$ cat config.mk
export PLATFORM = sky130hd
export DESIGN_NAME = acr_config_regs
export DESIGN_NICKNAME = d
export VERILOG_FILES = /design/src/acr_pkg.sv /design/src/acr_config_regs.sv
export SDC_FILE = /design/constraint.sdc
export NUM_CORES = 1
export LEC_CHECK = 0
export BUFFER_PORTS_ARGS = -buffer_cell sky130_fd_sc_hd__buf_2
export CAP_MARGIN = 0
export CORE_AREA = 2 2 94 142
export DETAILED_ROUTE_END_ITERATION = 7
export DIE_AREA = 0 0 96 144
export GPL_ROUTABILITY_DRIVEN = 0
export PLACE_DENSITY = 0.8
export SETUP_SLACK_MARGIN = 0.1
export SYNTH_ARGS = -nofsm -noshare
export SYNTH_HDL_FRONTEND = slang
export SYNTH_SLANG_ARGS = --single-unit
$ cat constraint.sdc
create_clock -name clk -period 2.37 [get_ports clk]
set_input_delay 0.237 -clock clk [delete_from_list [all_inputs] [get_ports clk]]
set_output_delay 0.237 -clock clk [all_outputs]
set_load 0.01 [all_outputs]
$ cat src/acr_pkg.sv
/*
 * Constants of the acquisition configuration register set: register
 * addresses, field positions, power-up values and decoded encodings.
 * Assumes one synchronous write/read port fed by the serial front end.
 */
package acr_pkg;

    localparam int ADDR_W = 4;
    localparam int DATA_W = 28;
    localparam int MODE_W = 4;
    localparam int GEN_W  = 28;
    localparam int CHA_W  = 17;

    localparam logic [3:0] ADDR_MODE = 4'h0;
    localparam logic [3:0] ADDR_CHA  = 4'h1;
    localparam logic [3:0] ADDR_GEN  = 4'h3;

    localparam logic [3:0]  MODE_RST = 4'h0;
    localparam logic [27:0] GEN_RST  = 28'h1c00004;
    localparam logic [16:0] CHA_RST  = 17'h003c0;

    // General register fields
    localparam int GEN_SEQ_LSB  = 24;
    localparam int GEN_DCHP_BIT = 23;
    localparam int GEN_CHP_BIT  = 22;
    localparam int GEN_SW_LSB   = 16;
    localparam int GEN_SRC_LSB  = 11;
    localparam int GEN_VSW_LSB  = 7;
    localparam int GEN_PD_LSB   = 0;

    // Channel A fields
    localparam int CHA_CAL_LSB  = 14;
    localparam int CHA_PATH_LSB = 9;
    localparam int CHA_GAIN_LSB = 7;
    localparam int CHA_OSF_BIT  = 6;
    localparam int CHA_OSR_BIT  = 5;
    localparam int CHA_CR_BIT   = 4;
    localparam int CHA_AVG_LSB  = 0;

    localparam logic [10:0] CAL_FIXED_VALUE = 11'h60c;
    localparam logic [2:0]  CAL_LAST_STORED = 3'h5;
    localparam logic [3:0]  AVG_LAST_VALID  = 4'ha;
    localparam logic [3:0]  AVG_RAW         = 4'hf;
    localparam logic [4:0]  SEQ_LEN_ZERO    = 5'h10;
    localparam logic [7:0]  OSR_LOW         = 8'h40;
    localparam logic [7:0]  OSR_HIGH        = 8'h80;
    localparam logic [3:0]  CR_LOW          = 4'h4;
    localparam logic [3:0]  CR_HIGH         = 4'h8;
    localparam logic [3:0]  CR_UNCHOPPED    = 4'h1;
    localparam logic [6:0]  GAIN_6          = 7'h06;
    localparam logic [6:0]  GAIN_24         = 7'h18;
    localparam logic [6:0]  GAIN_50         = 7'h32;
    localparam logic [6:0]  GAIN_100        = 7'h64;

    typedef enum logic [3:0] {
        MODE_FUSE_LOAD, MODE_SINGLE, MODE_ALT_DUAL, MODE_WAKE_UP,
        MODE_ALARM, MODE_FUSE_PROG, MODE_POWER_DOWN, MODE_INT_SINGLE,
        MODE_TEST_RSVD
    } acr_mode_t;

endpackage : acr_pkg

$ cat src/acr_config_regs.sv
/*
 * Configuration register set: mode, general and channel A registers,
 * their decoding, and the A/B sequence for alternating dual mode.
 * Assumes the serial front end and conversion engine share clk.
 */
`timescale 1ns/1ps
module acr_config_regs
    import acr_pkg::*;
(
    // Clock and reset
    input  wire logic              clk,
    input  wire logic              rstn,
    // Register port from the serial front end
    input  wire logic              wrEn,
    input  wire logic [ADDR_W-1:0] wrAddr,
    input  wire logic [DATA_W-1:0] wrData,
    input  wire logic [ADDR_W-1:0] rdAddr,
    output logic      [DATA_W-1:0] rdData,
    // Conversion engine handshake
    input  wire logic              convBusy,
    input  wire logic              measStart,
    input  wire logic              measDone,
    // Decoded mode and sequence
    output acr_mode_t              opMode,
    output logic                   chanB,
    output logic      [4:0]        seqLen,
    output logic                   dechopEn,
    output logic                   chopEn,
    // Analog controls
    output logic      [7:0]        srcCurrentUa,
    output logic      [5:0]        inputSwitch,
    output logic      [3:0]        voltSwitch,
    output logic      [6:0]        powerDown,
    // Channel A measurement set-up
    output logic      [2:0]        voltCalIdx,
    output logic                   calFixed,
    output logic      [4:0]        pathSwitch,
    output logic      [6:0]        gainValue,
    output logic                   osfHigh,
    output logic      [7:0]        osrRatio,
    output logic      [3:0]        chopRatio,
    output logic      [3:0]        avgLog2,
    output logic                   avgReserved,
    output logic                   rawMode
);

    function automatic acr_mode_t decodeMode(input logic [3:0] code);
        acr_mode_t m;
        m = MODE_TEST_RSVD;
        if (!code[3]) begin
            m = acr_mode_t'(code);
        end
        return m;
    endfunction : decodeMode

    function automatic logic [6:0] decodeGain(input logic [1:0] code);
        logic [6:0] g;
        g = GAIN_6;
        unique case (code)
            2'b00: g = GAIN_6;
            2'b01: g = GAIN_24;
            2'b10: g = GAIN_50;
            2'b11: g = GAIN_100;
        endcase
        return g;
    endfunction : decodeGain

    // Shadow registers written by the host, active copies used
    logic [MODE_W-1:0] modeReg_r;
    logic [GEN_W-1:0]  genReg_r;
    logic [CHA_W-1:0]  chaReg_r;
    logic [GEN_W-1:0]  actGen_r;
    logic [CHA_W-1:0]  actCha_r;
    logic [3:0]        seqCount_r;

    wire wrMode = wrEn && (wrAddr == ADDR_MODE);
    wire wrGen  = wrEn && (wrAddr == ADDR_GEN);
    wire wrCha  = wrEn && (wrAddr == ADDR_CHA);

    // Mid-conversion the active set is frozen; idle it tracks shadows
    wire loadActive = measStart || !convBusy;

    wire acr_mode_t modeDec = decodeMode(modeReg_r);
    wire isDual = (modeDec == MODE_ALT_DUAL);

    wire [3:0] seqCode = actGen_r[GEN_SEQ_LSB +: 4];
    wire [4:0] seqLenDec = (seqCode == 4'h0) ? SEQ_LEN_ZERO
                                             : {1'b0, seqCode};
    wire [3:0] seqLast = 4'(seqLenDec - 5'h01);
    wire       seqWrap = (seqCount_r == seqLast);

    wire       dechopA = actGen_r[GEN_DCHP_BIT];
    wire       chopA   = actGen_r[GEN_CHP_BIT];
    wire [4:0] srcCode = actGen_r[GEN_SRC_LSB +: 5];
    wire [2:0] calSel  = actCha_r[CHA_CAL_LSB +: 3];
    wire [1:0] gainSel = actCha_r[CHA_GAIN_LSB +: 2];
    wire [3:0] avgSel  = actCha_r[CHA_AVG_LSB +: 4];
    wire       crSel   = actCha_r[CHA_CR_BIT];

    wire [3:0] chopRatioDec = (!chopA && !dechopA) ? CR_UNCHOPPED
                            : (crSel ? CR_HIGH : CR_LOW);

    wire [DATA_W-1:0] rdMux =
        (rdAddr == ADDR_MODE) ? DATA_W'(modeReg_r) :
        (rdAddr == ADDR_CHA)  ? DATA_W'(chaReg_r)  :
        (rdAddr == ADDR_GEN)  ? DATA_W'(genReg_r)  : '0;

    // Host writes accepted in every mode, no busy lockout
    always_ff @(posedge clk or negedge rstn) begin
        if (!rstn) begin
            modeReg_r <= MODE_RST;
            genReg_r  <= GEN_RST;
            chaReg_r  <= CHA_RST;
        end else begin
            if (wrMode) modeReg_r <= wrData[MODE_W-1:0];
            if (wrGen)  genReg_r  <= wrData[GEN_W-1:0];
            if (wrCha)  chaReg_r  <= wrData[CHA_W-1:0];
        end
    end

    always_ff @(posedge clk or negedge rstn) begin
        if (!rstn) begin
            actGen_r <= GEN_RST;
            actCha_r <= CHA_RST;
        end else if (loadActive) begin
            actGen_r <= genReg_r;
            actCha_r <= chaReg_r;
        end
    end

    // A/B alternation counts only in dual mode
    always_ff @(posedge clk or negedge rstn) begin
        if (!rstn) begin
            seqCount_r <= 4'h0;
            chanB      <= 1'b0;
        end else if (!isDual) begin
            seqCount_r <= 4'h0;
            chanB      <= 1'b0;
        end else if (measDone) begin
            seqCount_r <= seqWrap ? 4'h0 : 4'(seqCount_r + 4'h1);
            if (seqWrap) chanB <= !chanB;
        end
    end

    always_ff @(posedge clk or negedge rstn) begin
        if (!rstn) begin
            rdData <= '0;
            opMode <= MODE_FUSE_LOAD;
        end else begin
            rdData <= rdMux;
            opMode <= modeDec;
        end
    end

    // Decoded general controls
    always_ff @(posedge clk or negedge rstn) begin
        if (!rstn) begin
            seqLen       <= 5'h01;
            dechopEn     <= 1'b1;
            chopEn       <= 1'b1;
            srcCurrentUa <= 8'h00;
            inputSwitch  <= 6'h00;
            voltSwitch   <= 4'h0;
            powerDown    <= GEN_RST[6:0];
        end else begin
            seqLen       <= seqLenDec;
            dechopEn     <= dechopA;
            chopEn       <= chopA;
            srcCurrentUa <= {srcCode, 3'b000};
            inputSwitch  <= actGen_r[GEN_SW_LSB +: 6];
            voltSwitch   <= actGen_r[GEN_VSW_LSB +: 4];
            powerDown    <= actGen_r[GEN_PD_LSB +: 7];
        end
    end

    // Decoded channel A set-up
    always_ff @(posedge clk or negedge rstn) begin
        if (!rstn) begin
            voltCalIdx  <= 3'h0;
            calFixed    <= 1'b0;
            pathSwitch  <= 5'h01;
            gainValue   <= GAIN_100;
            osfHigh     <= 1'b1;
            osrRatio    <= OSR_LOW;
            chopRatio   <= CR_LOW;
            avgLog2     <= 4'h0;
            avgReserved <= 1'b0;
            rawMode     <= 1'b0;
        end else begin
            voltCalIdx  <= calSel;
            calFixed    <= (calSel > CAL_LAST_STORED);
            pathSwitch  <= actCha_r[CHA_PATH_LSB +: 5];
            gainValue   <= decodeGain(gainSel);
            osfHigh     <= actCha_r[CHA_OSF_BIT];
            osrRatio    <= actCha_r[CHA_OSR_BIT] ? OSR_HIGH
                                                 : OSR_LOW;
            chopRatio   <= chopRatioDec;
            avgLog2     <= (avgSel > AVG_LAST_VALID) ? 4'h0 : avgSel;
            avgReserved <= (avgSel > AVG_LAST_VALID) && (avgSel != AVG_RAW);
            rawMode     <= (avgSel == AVG_RAW);
        end
    end
endmodule : acr_config_regs

* Yosys cells after proc, flatten, opt, wreduce, memory -nomap -nowiden *
Cells that the tools add are included.

cells by class
  add/sub/neg operators = 2
  order comparisons = 2
  equal/unequal tests = 13
  muxes and demuxes = 16
  reductions and logical operators = 15

operator list
  kind                   count
  $mux W28               3
  $mux W4                7
  $pmux W7 S4            1
  $eq A4 B2 Y1 const B   3
  $logic_not A4 Y1       3
  $eq A4 B1 Y1 const B   2
  $mux W8                1
  $logic_and A1 B1 Y1    5
  $mux W5                1
  $add A4 B1 Y4 const B  1
  $eq A2 B2 Y1 const B   2
  $eq A4 B4 Y1           1
  $eq A4 B4 Y1 const B   1
  $gt A4 B4 Y1 const B   1
  $logic_not A1 Y1       4
  $ne A4 B4 Y1 const B   1
  $sub A4 B1 Y4 const B  1
  $gt A3 B3 Y1 const B   1
  $mux W1                3
  $eq A2 B1 Y1 const B   1
  $logic_not A2 Y1       1
  $ne A2 B1 Y1 const B   1
  $ne A2 B2 Y1 const B   1
  $reduce_and A2 Y1      1
  $logic_or A1 B1 Y1     1

word-level totals
  bits in registers = 195
  input port bits = 42
  output and inout bits = 100
  word-level logic and storage cells = 74

* Logic depth before layout (Yosys ltp) *
  depth in word-level cells = 7
  mapped depth = 7
  mapped depth without buffers = 7

* Worst setup path before layout *
OpenSTA, ideal clock, no wires.

  path kind = reg-to-reg
  start point = register actGen_r[24]
  end point = register chanB
  library setup time = 0.078 ns
  data arrival time = 1.846 ns
  required time = 2.292 ns
  path slack = 0.447 ns
  stages on the path, launching flop included = 7
  path buffers = 0
  period minus slack after synthesis = 1.923 ns
  path through = dfstp_2 inv_1 ha_1 o311ai_1 xnor2_1 or4_1 a21oi_1

on the way
  word-level cells in the longest chain between the ends = 6

RTL lines
  what                             RTL line                text
  start: declaration               acr_config_regs.sv:72   logic [GEN_W-1:0] actGen_r;
  start signal: assignment         acr_config_regs.sv:126  actGen_r <= genReg_r;
  $logic_not A4 Y1                 acr_config_regs.sv:87   wire [4:0] seqLenDec = (seqCode == 4'h0) ? SEQ_LEN_ZERO
  $mux W5 (*)                      acr_config_regs.sv:87
  $sub A4 B1 Y4 (*)                acr_config_regs.sv:89   wire [3:0] seqLast = 4'(seqLenDec - 5'h01);
  $eq A4 B4 Y1 (*)                 acr_config_regs.sv:90   wire seqWrap = (seqCount_r == seqLast);
  $ne A2 B1 Y1 (no line) (*)       --
  $reduce_and A2 Y1 (no line) (*)  --
  end signal: assignment           acr_config_regs.sv:141  if (seqWrap) chanB <= !chanB;
  end: declaration                 acr_config_regs.sv:25   output logic chanB,

Every way passes the cells marked *; elsewhere a longest branch is shown, timed or not.
A chain may end at the register's enable or synchronous reset.

* Final worst setup path *
  start point = register actGen_r[25]
  end point = register chanB

on the way
  word-level cells in the longest chain between the ends = 6

RTL lines
  what                         RTL line
  $logic_not A4 Y1             acr_config_regs.sv:87
  $mux W5                      acr_config_regs.sv:87
  via seqLenDec[0]             acr_config_regs.sv:87
  $sub A4 B1 Y4                acr_config_regs.sv:89
  $eq A4 B4 Y1                 acr_config_regs.sv:90
  $ne A2 B1 Y1 (no line)       --
  $reduce_and A2 Y1 (no line)  --

The timed path passes the listed nets, and every way through them passes these cells.

==> results.ini <==
[yosys]
seq_area_frac_synth_pct=70.42
synth_area_per_cell_um2=15.21
synthArstFlopShare_pct=100.0
synth_area_mm2=0.006693
yosys-top-cells-area=dfrtp_1 (60%), mux2_2 (16%), dfstp_2 (11%), nor2_1 (1.5%), a22oi_1 (1.5%)
synth_top_area_cell=dfrtp_1
yosysTopAreaCellShare_pct=59.82
ys.flop_type=dfrtp_1
synth.distinct_cells=34
synthCells=440
synth_seq_cells=187
ys_warn_count=0
synth_edf_count=0

[clock_tree]
path_clk_slew_ns=0.07
cts_tree=done
cts_made_buffers=17
clock_sinks=187
clock_path_buffers=2
root_buffer=clkbuf_16
htreeDepth=4
worstSkewPairLatency_ns=0.42

[finish]
fill_cells=945
final_util_pct=64.85
final_cells=756
drive_gt1_share_pct=50.42
final_cell_mix=dfrtp_1 (160), buf_2 (129), mux2_2 (94)
multi_input_area_mm2=0.001877
syn_to_final_growth_pct=23.05
regArea_mm2=0.004713
layout.nets=632
insertedDiodeCount=0
layout_commonest_cell=dfrtp_1

[die]
num_rows=51
initial_core_util_pct=52.70
coreArea_mm2=0.01270
die_h_um=144
die_area_mm2=0.01382
die-width_um=96
io_pins=142

[routing]
final_antenna_net_count=0
first_iter_violations=140
wl_per_cell_um=17.50
route.detailed.drc=0
drt-pass1-iter-count=4
routed-via-count=3947
viasPerCell=5.221
finalWirelength_um=13230

[setup_path]
critPathMaxFanout=4
required_ns=2.71
path_class=register to register
worst_setup_path_start_kind=register
cp-end-kind=register
worstPathArrival_ns=2.47

[power]
powerDensity_mw_per_mm2=1046
leakagePower_nw=4.032
ir_drop_v=0.0008692

[global_route]
grt_max_degree=70
grt_pass1_vias=4343
grt_use_total_pct=20.93
grt_overflow_total=0
grt_pass1_wl_um=21360
antenna_found_initial=0

[placement]
dp_hpwl_um=9055
post-place-ws_ns=0.2596
placedCellCount=723
numPortBuffers=130

[sta]
fmax_mhz=469.3
setup_viol=0
grt_setup_unrepaired=no
drv_slew=0
worst_slack_ns=0.2390
slew_headroom_pct=54.33
min_period_over_period_pct=89.92
finalClockSkew_ns=0.01058
layout_min_cycle_time_ns=2.131
worst_slew_pin_slew_ns=0.6813
hold_viol_final=0
fin_setup_tns_ns=0

[flow_run]
cap_viol_max_count=0

[status]
status=finished, final reports clean

[hold_path]
hold_path_class=primary input to register

==> worst paths after layout <==
| path | from | endpoint | slack (ns) | depth (start not counted) |
|---|---|---|---|---|
| min in group asynchronous | rstn | gainValue[4] | 0.38 | 2 |
| min | wrData[24] | genReg_r[24] | 0.06 | 2 |
| min reg2reg | actGen_r[2] | powerDown[2] | 0.36 | 0 |
| max in group asynchronous | rstn | chopEn | 1.18 | 3 |
| max | actGen_r[25] | chanB | 0.24 | 7 |
| max reg2reg | actGen_r[25] | chanB | 0.24 | 7 |
==> metrics by stage <==
| stage | hold WS (ns) | total power [W] | cell area, µm² |
|---|---|---|---|
| floorplan | -0.05859 | 0.005107 | 6730 |
| global placement | 0.2682 | 0.005645 | 7597 |
| detailed placement | 0.2831 | 0.005757 | 7597 |
| CTS | 0.03640 | 0.008708 | 8228 |
| global route | 0.03546 | 0.009065 | 8235 |
| finish | 0.05536 | 0.008616 | 8235 |
==> layer usage <==
layer	global-route usage (%)	up-vias	share of wire [%]
met4	8.421	0	1.4
met1	22.80	2051	37
met5	0	-	0
met3	6.305	17	4.9
met2	37.32	115	57
li1	-	1764	-
==> cell families (layout without fill, tap and decap cells) <==
family / Yosys count / count (layout) / synth area share [%]
compound gates: 30 / 30 / 2.898
xor+xnor: 8 / 8 / 1.047
fa+ha+maj: 6 / 6 / 1.122
buf+inv: 35 / 182 / 2.599
flops: 187 / 187 / 70.42
mux: 94 / 94 / 15.82
other cells: 1 / 11 / 0.05603
simple gates: 79 / 79 / 6.039
==> critical path, stage by stage, from the launching register on <==
cell	delay, ns
dfrtp_1	0.40
inv_1	0.08
ha_1	0.21
nor3b_1	0.39
nor2_1	0.14
xnor2_1	0.18
or4_1	0.49
a21oi_1	0.16
==> power by group <==
part	switching [W]	internal (W)
sequential	0.000388	0.00398
combinational	0.000653	0.000671
clock	0.00121	0.00171
total	0.00225	0.00636
==> flip-flops by register name (all words and copies together) (netlist names), 2 cells and up <==
| register | cells |
|---|---|
| actGen_r | 28 |
| osrRatio | 2 |
| pathSwitch | 5 |
| chaReg_r | 17 |
| chopRatio | 3 |
| srcCurrentUa | 5 |
| inputSwitch | 6 |
| voltSwitch | 4 |
| actCha_r | 17 |
| seqCount_r | 4 |
| gainValue | 6 |
| avgLog2 | 4 |
| genReg_r | 28 |
| modeReg_r | 4 |
| seqLen | 5 |
| powerDown | 7 |
| opMode | 4 |
| rdData | 28 |
| voltCalIdx | 3 |
==> final cells by class <==
cell class | count | share of cell area (%)
inverter | 9 | 0.4102
multi-input combinational | 228 | 22.79
clock inverter | 14 | 2.203
timing repair buffer | 141 | 9.617
clock buffer | 18 | 5.333
tap | 159 | 2.416
sequential | 187 | 57.23
==> synth_stat cells, types with 4 or more instances <==
| cell | number |
|---|---|
| mux2_2 | 94 |
| buf_4 | 11 |
| o21ai_0 | 8 |
| nor3_1 | 4 |
| dfstp_2 | 27 |
| nor2b_1 | 5 |
| a22oi_1 | 13 |
| nand3_1 | 4 |
| xor2_1 | 5 |
| ha_1 | 6 |
| and2_1 | 14 |
| dfrtp_1 | 160 |
| inv_1 | 9 |
| a21oi_1 | 5 |
| nand2_1 | 10 |
| clkbuf_1 | 11 |
| nor2_1 | 27 |
==> what timing repair did <==
action                                  in CTS  in global routing
hold buffers                                 1                  0
gates resized for setup                      0                  1
hold endpoints to repair                    57                  0
setup buffers                                0                  0
endpoints found under the setup margin       0                  1
(Power assumes the default switching activity.)
